### src/hdl/wrt_map.svh
// Register indices, field positions, reset values and counts of the watchdog
`ifndef WRT_MAP_SVH
`define WRT_MAP_SVH

// ------------------------------------------------------------------
// Register indices (byte address is four times the index)
// ------------------------------------------------------------------
`define WRT_IDX_INT_EN 8'h23
`define WRT_IDX_INT_FLAG 8'h26
`define WRT_IDX_PWR_STAT 8'h2c
`define WRT_IDX_WDT_CTRL 8'h3a
`define WRT_IDX_WDT_CLEAR 8'h3b

// ------------------------------------------------------------------
// Field positions
// ------------------------------------------------------------------
`define WRT_GLOBAL_IE_BIT 7
`define WRT_WDT_IE_BIT 4
`define WRT_WDT_IF_BIT 4
`define WRT_TIMEOUT_BIT 5
`define WRT_START_BIT 3
`define WRT_SEL_MSB 2
`define WRT_CLEAR_BIT 0

// ------------------------------------------------------------------
// Reset values
// ------------------------------------------------------------------
`define WRT_INT_EN_RST 8'h00
`define WRT_SEL_RST 3'h0

// ------------------------------------------------------------------
// Division counts and vector
// ------------------------------------------------------------------
`define WRT_LONG_PRESCALE 15'h0100
`define WRT_BASE_DIV 15'h0040
`define WRT_IRQ_VECTOR 16'h0004

`endif

### src/hdl/wrt_pkg.sv
// Types shared by the watchdog and its bench
package wrt_pkg;

  typedef enum logic [1:0] {
    WRT_MODE_RUN = 2'h0,
    WRT_MODE_IDLE = 2'h1,
    WRT_MODE_SLEEP = 2'h3
  } wrt_mode_t;

  typedef struct packed {
    logic psel;
    logic penable;
    logic pwrite;
    logic [11:0] paddr;
    logic [31:0] pwdata;
  } wrt_apb_req_t;

  typedef struct packed {
    logic [31:0] prdata;
    logic pready;
    logic pslverr;
  } wrt_apb_rsp_t;

endpackage

### src/hdl/wrt_watchdog.sv
// Watchdog timer with run-mode reset, idle-mode wake interrupt and APB registers
//
// How it works
// [RQ1] Run-mode overflow pulses the chip reset
// [RQ2] Software clear zeroes count in run mode
// [RQ3] Sleep mode: no counting, reset or interrupt
// [RQ4] Idle-mode overflow wakes chip, no reset
// [RQ5] Clear requests ignored while idle
// [RQ6] Counts oscillator ticks in run and idle
// [RQ7] Enabled idle overflow flags and vectors interrupt
// [RQ8] Either enable low: no interrupt taken
// [RQ9] Software starts watchdog while in run mode
// [RQ10] Start bit cannot be cleared once set
// [RQ11] Overflow forces period select to zero
// [RQ12] Timeout flag set on run-mode overflow
// [RQ13] Select picks long or short division
// [RQ14] Start at bit 3, select bits 2..0
// [RQ15] Count restarts from zero after overflow/clear
//
// Chosen here: register access over APB.
`timescale 1ns/10ps
`include "wrt_map.svh"

module wrt_watchdog #(
  parameter int LPO_DIV = 4
) (
  // Clock and reset
  input wire logic clk_i,
  input wire logic rstn_i,
  // Power mode from the power manager
  input wire wrt_pkg::wrt_mode_t mode_i,
  // APB slave
  input wire wrt_pkg::wrt_apb_req_t apb_req_i,
  output wrt_pkg::wrt_apb_rsp_t apb_rsp_o,
  // Watchdog actions
  output logic chip_reset_o,
  output logic wake_o,
  output logic irq_o,
  output logic [15:0] irq_vector_o
);
  import wrt_pkg::*;

  // ------------------------------------------------------------------
  // Declarations
  // ------------------------------------------------------------------
  logic [7:0] int_en_reg;
  logic flag_reg;
  logic timeout_reg;
  logic start_reg;
  logic [2:0] sel_reg;
  logic [13:0] count_reg;
  logic [7:0] div_reg;
  logic tick_reg;
  logic chip_reset_reg;
  logic wake_reg;
  logic irq_reg;
  logic [15:0] vector_reg;
  logic [31:0] prdata_reg;
  logic pready_reg;
  logic pslverr_reg;
  logic setup;
  logic wr_acc;
  logic hit;
  logic [7:0] idx;
  logic [7:0] rd_byte;
  logic active;
  logic [14:0] limit;
  logic ovf;
  logic ovf_run;
  logic ovf_idle;
  logic sw_clear;

  // ------------------------------------------------------------------
  // APB slave
  // ------------------------------------------------------------------
  // One wait-free access: pready rises at the edge that ends setup
  assign idx = apb_req_i.paddr[9:2];
  assign setup = apb_req_i.psel && !apb_req_i.penable;
  assign hit = (apb_req_i.paddr[11:10] == 2'h0) && (apb_req_i.paddr[1:0] == 2'h0) &&
               ((idx == `WRT_IDX_INT_EN) || (idx == `WRT_IDX_INT_FLAG) ||
                (idx == `WRT_IDX_PWR_STAT) || (idx == `WRT_IDX_WDT_CTRL) ||
                (idx == `WRT_IDX_WDT_CLEAR));
  assign wr_acc = apb_req_i.psel && apb_req_i.penable && pready_reg && apb_req_i.pwrite &&
                  !pslverr_reg;

  always_comb begin
    rd_byte = 8'h00;
    if (idx == `WRT_IDX_INT_EN) begin
      rd_byte = int_en_reg;
    end else if (idx == `WRT_IDX_INT_FLAG) begin
      rd_byte[`WRT_WDT_IF_BIT] = flag_reg;
    end else if (idx == `WRT_IDX_PWR_STAT) begin
      rd_byte[`WRT_TIMEOUT_BIT] = timeout_reg;
    end else if (idx == `WRT_IDX_WDT_CTRL) begin
      rd_byte[`WRT_START_BIT] = start_reg; // RQ14
      rd_byte[`WRT_SEL_MSB:0] = sel_reg; // RQ14
    end
  end

  always_ff @(posedge clk_i or negedge rstn_i) begin
    if (!rstn_i) begin
      pready_reg <= 1'b0;
      pslverr_reg <= 1'b0;
      prdata_reg <= 32'h0000_0000;
    end else begin
      pready_reg <= setup;
      pslverr_reg <= setup && !hit;
      if (setup && hit && !apb_req_i.pwrite) begin
        prdata_reg <= {24'h00_0000, rd_byte};
      end else if (setup) begin
        prdata_reg <= 32'h0000_0000;
      end
    end
  end

  // ------------------------------------------------------------------
  // Count clock divider
  // ------------------------------------------------------------------
  // Oscillator runs free, so the tick stays even while the watchdog sleeps
  always_ff @(posedge clk_i or negedge rstn_i) begin
    if (!rstn_i) begin
      div_reg <= 8'h00;
      tick_reg <= 1'b0;
    end else if (div_reg == 8'(LPO_DIV - 1)) begin
      div_reg <= 8'h00;
      tick_reg <= 1'b1;
    end else begin
      div_reg <= div_reg + 8'h01;
      tick_reg <= 1'b0;
    end
  end

  // ------------------------------------------------------------------
  // Watchdog counter
  // ------------------------------------------------------------------
  assign active = start_reg && (mode_i != WRT_MODE_SLEEP); // RQ3 RQ6
  // Long codes add a fixed prescale in front of the base division
  assign limit = sel_reg[2] ? (`WRT_BASE_DIV >> sel_reg[1:0]) :
                 15'(`WRT_LONG_PRESCALE * (`WRT_BASE_DIV >> sel_reg[1:0])); // RQ13
  // Compare by >= so a shorter period chosen mid-count still overflows
  assign ovf = active && tick_reg && ((15'(count_reg) + 15'h0001) >= limit); // RQ13
  assign ovf_run = ovf && (mode_i == WRT_MODE_RUN);
  assign ovf_idle = ovf && (mode_i == WRT_MODE_IDLE);
  assign sw_clear = wr_acc && (idx == `WRT_IDX_WDT_CLEAR) &&
                    apb_req_i.pwdata[`WRT_CLEAR_BIT] && (mode_i == WRT_MODE_RUN); // RQ2 RQ5

  always_ff @(posedge clk_i or negedge rstn_i) begin
    if (!rstn_i) begin
      count_reg <= 14'h0000;
    end else if (active) begin
      if (ovf || sw_clear) begin
        count_reg <= 14'h0000; // RQ15 RQ2
      end else if (tick_reg) begin
        count_reg <= count_reg + 14'h0001; // RQ6
      end
    end
  end

  // ------------------------------------------------------------------
  // Control register
  // ------------------------------------------------------------------
  always_ff @(posedge clk_i or negedge rstn_i) begin
    if (!rstn_i) begin
      start_reg <= 1'b0;
    end else if (wr_acc && (idx == `WRT_IDX_WDT_CTRL) && apb_req_i.pwdata[`WRT_START_BIT]) begin
      start_reg <= 1'b1; // RQ10 RQ14
    end
  end

  always_ff @(posedge clk_i or negedge rstn_i) begin
    if (!rstn_i) begin
      sel_reg <= `WRT_SEL_RST;
    end else if (ovf) begin
      sel_reg <= 3'h0; // RQ11
    end else if (wr_acc && (idx == `WRT_IDX_WDT_CTRL)) begin
      sel_reg <= apb_req_i.pwdata[`WRT_SEL_MSB:0]; // RQ14
    end
  end

  // ------------------------------------------------------------------
  // Status and interrupt registers
  // ------------------------------------------------------------------
  always_ff @(posedge clk_i or negedge rstn_i) begin
    if (!rstn_i) begin
      int_en_reg <= `WRT_INT_EN_RST;
    end else if (wr_acc && (idx == `WRT_IDX_INT_EN)) begin
      int_en_reg <= apb_req_i.pwdata[7:0];
    end
  end

  // Set wins over a write-one clear in the same cycle
  always_ff @(posedge clk_i or negedge rstn_i) begin
    if (!rstn_i) begin
      flag_reg <= 1'b0;
    end else if (ovf_idle) begin
      flag_reg <= 1'b1; // RQ7
    end else if (wr_acc && (idx == `WRT_IDX_INT_FLAG) && apb_req_i.pwdata[`WRT_WDT_IF_BIT]) begin
      flag_reg <= 1'b0;
    end
  end

  // Cleared by the reset input or by writing 0 to its bit, not by chip reset, so it survives the reset it reports
  always_ff @(posedge clk_i or negedge rstn_i) begin
    if (!rstn_i) begin
      timeout_reg <= 1'b0;
    end else if (ovf_run) begin
      timeout_reg <= 1'b1; // RQ12
    end else if (wr_acc && (idx == `WRT_IDX_PWR_STAT) &&
                 !apb_req_i.pwdata[`WRT_TIMEOUT_BIT]) begin
      timeout_reg <= 1'b0;
    end
  end

  // ------------------------------------------------------------------
  // Actions
  // ------------------------------------------------------------------
  always_ff @(posedge clk_i or negedge rstn_i) begin
    if (!rstn_i) begin
      chip_reset_reg <= 1'b0;
      wake_reg <= 1'b0;
    end else begin
      chip_reset_reg <= ovf_run; // RQ1
      wake_reg <= ovf_idle; // RQ4
    end
  end

  always_ff @(posedge clk_i or negedge rstn_i) begin
    if (!rstn_i) begin
      irq_reg <= 1'b0;
      vector_reg <= 16'h0000;
    end else begin
      irq_reg <= flag_reg && int_en_reg[`WRT_WDT_IE_BIT] &&
                 int_en_reg[`WRT_GLOBAL_IE_BIT]; // RQ7 RQ8
      vector_reg <= (flag_reg && int_en_reg[`WRT_WDT_IE_BIT] && int_en_reg[`WRT_GLOBAL_IE_BIT]) ?
                    `WRT_IRQ_VECTOR : 16'h0000; // RQ7
    end
  end

  assign apb_rsp_o.prdata = prdata_reg;
  assign apb_rsp_o.pready = pready_reg;
  assign apb_rsp_o.pslverr = pslverr_reg;
  assign chip_reset_o = chip_reset_reg;
  assign wake_o = wake_reg;
  assign irq_o = irq_reg;
  assign irq_vector_o = vector_reg;

  // Periods written out per code, apart from the shifted form that the counter uses
  function automatic logic [14:0] wrt_doc_limit(input logic [2:0] code);
    logic [14:0] lim_val;
    lim_val = 15'h0000;
    unique case (code)
      3'h0: lim_val = 15'h4000;
      3'h1: lim_val = 15'h2000;
      3'h2: lim_val = 15'h1000;
      3'h3: lim_val = 15'h0800;
      3'h4: lim_val = 15'h0040;
      3'h5: lim_val = 15'h0020;
      3'h6: lim_val = 15'h0010;
      3'h7: lim_val = 15'h0008;
    endcase
    return lim_val;
  endfunction

  // Cycles since the last count tick; a slow or stuck divider shows here first
  logic [7:0] gap_reg;

  always_ff @(posedge clk_i or negedge rstn_i) begin
    if (!rstn_i) begin
      gap_reg <= 8'h00;
    end else if (tick_reg) begin
      gap_reg <= 8'h01;
    end else begin
      gap_reg <= gap_reg + 8'h01;
    end
  end
endmodule

### config.mk
export PLATFORM = sky130hd
export DESIGN_NAME = wrt_watchdog
export DESIGN_NICKNAME = d
export VERILOG_FILES = /design/src/hdl/wrt_pkg.sv /design/src/hdl/wrt_watchdog.sv
export VERILOG_INCLUDE_DIRS = /design/src /design/src/hdl
export SDC_FILE = /design/constraint.sdc
export NUM_CORES = 1
export LEC_CHECK = 0
export BUFFER_PORTS_ARGS = -buffer_cell sky130_fd_sc_hd__buf_4
export CAP_MARGIN = 20
export CELL_PAD_IN_SITES_DETAIL_PLACEMENT = 0
export CELL_PAD_IN_SITES_GLOBAL_PLACEMENT = 1
export CORE_AREA = 2 2 93 95
export DETAILED_ROUTE_END_ITERATION = 12
export DIE_AREA = 0 0 95 97
export GPL_ROUTABILITY_DRIVEN = 0
export GPL_TIMING_DRIVEN = 0
export PLACE_DENSITY_LB_ADDON = 0.25
export SLEW_MARGIN = 25
export SYNTH_ARGS = -nofsm -noshare
export SYNTH_HDL_FRONTEND = slang
export SYNTH_SLANG_ARGS = --single-unit
### constraint.sdc
create_clock -name clk_i -period 4 [get_ports clk_i]
set_input_delay 0.2 -clock clk_i [delete_from_list [all_inputs] [get_ports clk_i]]
set_output_delay 0.2 -clock clk_i [all_outputs]
set_load 0.005 [all_outputs]
==> qor.yml, run 1 <==
hold_path_stages: 2
ys_dominant_reg_cell: "dfrtp_1"
boundaryPins: 104
cap_viol_max_count: 0
synth_edf_count: 0
detailroute.via_count: 2299
cell_taking_the_most_area_after_synthesis: "dfrtp_1"
synth_top_family_by_area: "simple AND/OR/NAND/NOR gates"
site_row_count: 33
io_buffer_count: 40
netlist_top_cells_count: "50 x dfrtp_1, 42 x buf_4, 17 x a31oi_1"
accumulated_negative_setup_slack_ns: 0
instance_area_at_placement_mm2: 0.00360
areaGrowthSynthToFinish_pct: 22.4
yosys.area.top_type_share_pct: 41.3
timing.critical_path.buf_inv: 2
hold_viol: 0
num-nets-final: 443
numCtsBuffers: 5
worst_ep_arrival_time_ns: 3.50
post-cts-setup-buffer-count: 0
yosys.area_share.simple_pct: 17.7
layout_setup_ws_ns: 0.724
largest_register_ff_count: 14
final_clock_period_utilization_by_the_worst_path_pct: 81.9
clkSlewWorstSetupHoldPaths_ns: 0.10
fin_area_mm2: 0.00371
layout_min_cycle_time_ns: 3.28
final_core_util_pct: 45.6
postSynthAreaPerCell_um2: 10.3
critical_path.endpoint_type: "register"
cts_num_sinks: 50
initialDrtViolationCount: 135
hpwl_mm: 4.75
post_cts_resize_count: 0
critical_path.max_stage_delay_ns: 0.44
crit_slowest_cell: "dfrtp_1"
setup-violations-final: 0
worst-r2r-setup-slack_ns: 0.72
r2r.worst_path.cells: 13
first_global_vias: 2079
starting_density_pct: 37.2
seq_area_frac_synth_pct: 41.3
vdd.ir_drop.worst_mv: 0.153
die_x_um: 95
finalWirelength_mm: 6.28
critPathLaunchType: "register"
cts.htree.levels: 2
synth-warning-count: 0
status: "finished, final reports clean"
setup_repair_after_global_routing_missed_its_margin: "no"
worst_ep_required_time_ns: 4.23
stdcell_count: 487
tightestPinTransition_ns: 1.01
critical_path_peak_fanout: 10
clock_skew_ns: 0.00891
vias_per_cell: 4.72
route.detailed.wl_per_inst_um: 12.9
detailedPlace.worstSlack_ns: 0.739
die_area_mm2: 0.00922
grt-ovfl-total: 0
total_leakage_power_nw: 1.84
route.antenna.remaining_nets: 0
number_of_max_slew_violations_in_the_final_report: 0
synth_compound_gate_area_share_pct: 14.2
number_of_antenna_violations_at_the_first_check_in_global_routing: 0
synth_xor_xnor_area_share_pct: 4.63
mappedNetlistArea_mm2: 0.00303
first_pass_grt_wire_length_mm: 10.1
relSlewSlack_pct: 32.3
synth.distinct_cells: 46
yosys.area_share.adder_pct: 4.55
die_y_um: 97
clock_insertion_delay_worst_skew_ns: 0.31
synthMuxAreaShare_pct: 4.30
yosys_register_bits: 50
power_mw: 0.913
clock_tree.buffer_depth: 2
dr.pass1.iters: 4
max_clock_freq_mhz: 305
antenna_cells: 0
fp.coreArea_mm2: 0.00813
tritoncts: "yes"
clock-root-buffer: "clkbuf_8"
critPathTopFamily: "simple AND/OR/NAND/NOR gates"
p_per_area_mw_per_mm2: 246
maximum_number_of_pins_on_one_net_before_global_route_repair: 51
synth.most_common_cell: "dfrtp_1"
final_routed_drc_violation_total: 0
ys_top_cells_by_area: "dfrtp_1 41%, buf_4 10%, ha_1 4.5%, xnor2_1 3.8%, a31oi_1 3.5%"
synthesis.instances: 295
hold_slack_ns: 0.0636
critical_path_cell_count: 13
grt_use_total_pct: 13.6
fraction_of_layout_cells_with_a_size_suffix_above_1_pct: 29.3
crit_chain: "ha_1, and3_1, buf_6, and4_1, and3_1, xor2_1, ha_1, and4_1, o311a_1, a211oi_4, buf_6, nand3b_1, a31oi_1"
worstSetupPathType: "register to register"
postSynth.asyncResetShare_pct: 100
count_of_placed_standard_cells_including_taps: 478
worstHoldPathType: "primary input to register"
metal layers:
layer / GRT usage, % / part of all wire, % / up-vias
met1: 18.0 / 46 / 1064
met4: 4.57 / 1.4 / 0
li1: - / - / 1172
met3: 2.02 / 3.9 / 6
met2: 22.3 / 49 / 57
met5: 0 / 0 / -
area by class of cell:
class	instances	area, um2
Multi-Input combinational cell	225	1520
Sequential cell	50	1250
Timing Repair Buffer	41	310
Clock buffer	5	68.8
Clock inverter	3	26.3
Tap cell	105	131
Fill cell	819	4430
Inverter	2	7.51
Buffer	56	393
cell families after synthesis:
logic type,after synthesis
multiplexers,12
AO/OA/AOI/OAI,57
AND/OR/NAND/NOR,90
buffers and inverters,58
other,1
flip-flops,50
adder cells (fa/ha/maj),11
XOR/XNOR,16
final timing paths:
check	startpoint	endpoint
worst max-delay path	count_reg[0]	count_reg[13]
worst min-delay path	mode_i[0]	chip_reset_o
worst max register to register	count_reg[0]	count_reg[13]
worst min register to register	div_reg[7]	div_reg[7]
max in group asynchronous	rstn_i	timeout_reg
min in group asynchronous	rstn_i	count_reg[9]
layout by cell type, fill, tap and decap left out, types with 7 or more instances in the layout:
cell type and instances:
a22o_1 10, a31oi_1 17, a32o_1 7, and3_1 10, buf_4 82, clkbuf_1 9, conb_1 39, dfrtp_1 50
ha_1 11, mux2_2 8, nand2_1 7, nand3_1 14, nand3b_1 10, nor2_1 12, xnor2_1 13
repair_timing:
action,CTS,global route
hold buffers,1,0
setup endpoints to repair,0,0
hold endpoints to repair,50,0
power by group:
part | switching, mW | internal, mW
clock network | 0.186 | 0.129
registers | 0.000964 | 0.507
logic | 0.0409 | 0.0495
(Power assumes the default switching activity.)
==> inputs of run 2 (changes only) <==
Settings changed: CORE_AREA 2 2 93 95 to 2 2 98 100, DIE_AREA 0 0 95 97 to 0 0 100 102.
Clock period 4 ns to 2.9 ns, I/O delays scaled along.
==> qor.yml, run 2 (synthesis gave the netlist of run 1 again) <==
detailroute.via_count: 2396
boundaryPins: 104
worst_ep_arrival_time_ns: 3.00
route.detailed.wl_per_inst_um: 13.2
cp-endpoint: "chip_reset_o"
worstHoldPathType: "primary input to register"
die_x_um: 100
critPathLaunchType: "register"
first_pass_grt_wire_length_mm: 11.0
hold_path_stages: 2
tritoncts: "yes"
final_routed_drc_violation_total: 0
starting_density_pct: 33.2
relSlewSlack_pct: 50.5
first_global_vias: 2225
tightestPinTransition_ns: 0.735
die_area_mm2: 0.0102
largest_register_ff_count: 14
layout_min_cycle_time_ns: 2.75
commonest_cells_after_routing_fill_and_taps_aside: "92 x buf_4, 49 x dfrtp_1, 39 x conb_1"
vias_per_cell: 4.74
final_clock_period_utilization_by_the_worst_path_pct: 95.0
cap_viol_max_count: 0
numCtsBuffers: 5
r2r.worst_path.cells: 13
io_buffer_count: 40
die_y_um: 102
layout_setup_ws_ns: 0.146
clkSlewWorstSetupHoldPaths_ns: 0.10
clock_insertion_delay_worst_skew_ns: 0.31
hold_viol: 0
final_core_util_pct: 43.0
clock_tree.buffer_depth: 2
initialDrtViolationCount: 90
mostFrequentLayoutCell: "buf_4"
areaGrowthSynthToFinish_pct: 29.5
worst_ep_required_time_ns: 3.14
cts_num_sinks: 50
grt-ovfl-total: 0
p_per_area_mw_per_mm2: 345
fin_area_mm2: 0.00392
status: "finished, final reports clean"
hold_slack_ns: 0.0502
crit-reg2reg-launch: "count_reg[0]"
antenna_cells: 0
fraction_of_layout_cells_with_a_size_suffix_above_1_pct: 35.4
critical_path_peak_fanout: 7
grt_use_total_pct: 13.4
dr.pass1.iters: 4
vdd.ir_drop.worst_mv: 0.204
instance_area_at_placement_mm2: 0.00361
worstSetupPathType: "register to register"
clock-root-buffer: "clkbuf_8"
number_of_antenna_violations_at_the_first_check_in_global_routing: 0
site_row_count: 35
critical_path.endpoint_type: "register"
num-nets-final: 456
max_clock_freq_mhz: 363
accumulated_negative_setup_slack_ns: 0
worst_setup_path_startpoint: "count_reg[0]"
worst-r2r-setup-slack_ns: 0.15
timing.rr.end: "chip_reset_o"
total_leakage_power_nw: 1.90
clock_skew_ns: 0.00599
setup-violations-final: 0
finalWirelength_mm: 6.69
detailedPlace.worstSlack_ns: -0.345
fp.coreArea_mm2: 0.00911
cts.htree.levels: 2
hpwl_mm: 4.78
number_of_max_slew_violations_in_the_final_report: 0
route.antenna.remaining_nets: 0
maximum_number_of_pins_on_one_net_before_global_route_repair: 51
[run 2: how the worst min path moves through the flow]
stage / slack, ns / to / from
final: 0.05 / start_reg / apb_req_i[3]
after global placement: 0.23 / count_reg[9] / rstn_i
after global routing: 0.05 / start_reg / apb_req_i[3]
after detailed placement: 0.22 / count_reg[9] / rstn_i
after CTS: 0.05 / start_reg / apb_req_i[3]
after floorplan: -0.15 / chip_reset_o / rstn_i
[run 2: power by group]
part	total [mW]	switching (mW)	internal, mW
Clock	0.522	0.258	0.264
Combinational	0.130	0.0589	0.0715
Sequential	0.700	0.00104	0.699
Total	1.35	0.318	1.03
[run 2: cell type report]
type                    instances  area [um2]
fillers                       903        5190
well taps                     111         139
multi-input cells             225        1600
plain buffers                  55         382
inverters                       2        7.51
repair buffers                 55         422
flip-flops and latches         50        1250
clock buffers                   5        68.8
clock inverters                 3        47.5
[run 2: timing repair]
item	in CTS	in global routing
gates resized for setup	11	11
buffers inserted	8	3
cloned	2	0
hold endpoints to repair	51	0
setup endpoints to repair	21	21
hold buffers	3	0
pin swaps	5	6
[run 2: critical path, stage by stage, from the launching register on]
cell      delay [ns]
dfrtp_1         0.40
ha_2            0.19
and3_4          0.21
and4_4          0.19
and3_4          0.19
xor2_2          0.14
ha_1            0.29
and4_4          0.21
o311a_4         0.19
a211oi_4        0.04
buf_6           0.14
buf_4           0.14
or2_4           0.24
nor3_2          0.10
[run 2: metrics by stage]
stage / power, mW / std cells
2_1_floorplan: 0.782 / 333
4_1_cts: 1.37 / 504
6_report: 1.35 / 506
3_3_place_gp: 0.837 / 484
5_1_grt: 1.42 / 506
3_5_place_dp: 0.838 / 484
[run 2: routing by layer]
layer	global-route usage, %	share of wire (%)	vias up	wire, um
li1	-	-	1195	-
met1	17.9	45	1134	3000
met2	23.2	50	63	3370
met3	1.71	4.0	4	267
met4	3.16	0.90	0	60
met5	0	0	-	0
==> inputs of run 3 (changes only) <==
Settings changed: CORE_AREA 2 2 98 100 to 2 2 114 116, DIE_AREA 0 0 100 102 to 0 0 116 118, SETUP_SLACK_MARGIN set to 0.5.
Clock period 2.9 ns to 3.56 ns, I/O delays scaled along.
==> qor.yml, run 3 (synthesis gave the netlist of run 1 again) <==
status: "finished, final reports clean"
vdd.ir_drop.worst_mv: 0.155
number_of_antenna_violations_at_the_first_check_in_global_routing: 0
critical_path.endpoint_type: "register"
die_x_um: 116
routedLengthMet1_mm: 3.10
route.detailed.wl_per_inst_um: 12.0
worst_ep_arrival_time_ns: 3.19
critPathLaunchType: "register"
worstSetupPathType: "register to register"
crit_chain: "ha_2, and3_1, buf_6, and4_2, and3_4, xor2_2, ha_1, and4_4, o311a_4, a211oi_4, buf_6, or2_2, o21ai_0"
route.antenna.remaining_nets: 0
hpwl_mm: 5.01
largest_register_ff_count: 14
detailedPlace.worstSlack_ns: 0.275
fp.coreArea_mm2: 0.0124
num-nets-final: 447
boundaryPins: 104
cp_common_cell: "buf_6"
crit_slowest_cell: "dfrtp_1"
final_routed_drc_violation_total: 0
accumulated_negative_setup_slack_ns: 0
clock-root-buffer: "clkbuf_16"
initialDrtViolationCount: 89
first_pass_grt_wire_length_mm: 10.8
maximum_number_of_pins_on_one_net_before_global_route_repair: 51
power_mw: 1.16
number_of_max_slew_violations_in_the_final_report: 0
max_clock_freq_mhz: 336
cts.htree.levels: 2
relSlewSlack_pct: 34.7
clock_skew_ns: 0.00438
areaGrowthSynthToFinish_pct: 29.9
fraction_of_layout_cells_with_a_size_suffix_above_1_pct: 32.9
clock_insertion_delay_worst_skew_ns: 0.29
setup-violations-final: 0
mostFrequentLayoutCell: "buf_4"
vias_per_cell: 4.22
first_global_vias: 2219
grt_use_total_pct: 9.91
p_per_area_mw_per_mm2: 296
total_leakage_power_nw: 1.88
commonest_cells_after_routing_fill_and_taps_aside: "85 x buf_4, 50 x dfrtp_1, 39 x conb_1"
setup_repair_after_global_routing_missed_its_margin: "yes"
tightestPinTransition_ns: 0.971
tritoncts: "yes"
critical_path_peak_fanout: 7
grt-ovfl-total: 0
dr.pass1.iters: 4
cts_num_sinks: 50
layout_min_cycle_time_ns: 2.97
worst_ep_required_time_ns: 3.78
site_row_count: 41
antenna_cells: 0
met2RoutedLength_mm: 3.22
io_buffer_count: 40
met3_length_um: 298
hold_viol: 0
final_clock_period_utilization_by_the_worst_path_pct: 83.5
hold_slack_ns: 0.0641
starting_density_pct: 24.4
clkSlewWorstSetupHoldPaths_ns: 0.07
die_y_um: 118
cap_viol_max_count: 0
detailroute.via_count: 2353
clock_tree.buffer_depth: 2
layout_setup_ws_ns: 0.588
worstHoldPathType: "primary input to register"
numCtsBuffers: 5
die_area_mm2: 0.0137
critical_path.max_stage_delay_ns: 0.39
finalWirelength_mm: 6.69
highest-signal-layer: "met4"
==> run 3: changes by cell type in the layout (fill, tap and decap cells not counted), moves of 3 or more <==
cell / before / now
buf_4: 92 / 85
clkbuf_16: 0 / 5
clkbuf_8: 5 / 1
and3_1: 6 / 9
and3_4: 4 / 1
==> run 3: final timing paths <==
kind	from	endpoint	slack, ns	depth (start not counted)
min reg2reg	div_reg[7]	div_reg[7]	0.47	1
max in group asynchronous	rstn_i	tick_reg	2.66	2
min	mode_i[1]	chip_reset_o	0.06	2
min in group asynchronous	rstn_i	prdata_reg[2]	0.47	2
max reg2reg	count_reg[1]	flag_reg	0.59	13
max	count_reg[1]	flag_reg	0.59	13
==> run 3: worst max-delay path, delay by kind of cell, from the launching register on <==
family | cells | cell delay [ns]
AO/OA/AOI/OAI | 3 | 0.38
adder cells (fa/ha/maj) | 2 | 0.52
flip-flops | 1 | 0.39
buffers and inverters | 2 | 0.26
XOR/XNOR | 1 | 0.15
AND/OR/NAND/NOR | 5 | 1.19
==> run 3: routing by layer <==
| layer | track usage [%] | vias to the layer above |
|---|---|---|
| met5 | 0 | - |
| met4 | 2.68 | 0 |
| met3 | 2.11 | 8 |
| met2 | 16.4 | 55 |
| met1 | 13.0 | 1109 |
| li1 | - | 1181 |
==> run 3: what timing repair did <==
action,CTS,global route
gates resized for setup,4,9
endpoints found under the hold margin,50,0
setup endpoints to repair,21,20
hold buffers,1,0
pin swaps,1,4
setup buffers,4,0
==> run 3: power breakdown <==
part           internal, mW  total, mW  switching (mW)  leakage [nW]
Clock                 0.279      0.491           0.213        0.0729
Sequential            0.570      0.571        0.000958         0.687
Combinational        0.0563      0.103          0.0465          1.12
==> run 3: area by class of cell <==
cell class	count	area, um2
Inverter	2	7.51
Buffer	56	393
Fill cell	1325	8480
Tap cell	172	215
Sequential cell	50	1250
Clock inverter	2	12.5
Multi-Input combinational cell	225	1570
Clock buffer	6	139
Timing Repair Buffer	45	344
==> run 3: stage by stage <==
step | cell area (um2) | utilization [%] | std cells
after floorplan | 3170 | - | 333
after global placement | 3680 | 29.7 | 545
after detailed placement | 3680 | 29.7 | 545
after CTS | 3890 | 31.4 | 558
after global routing | 3930 | 31.7 | 558
final | 3930 | 31.7 | 558
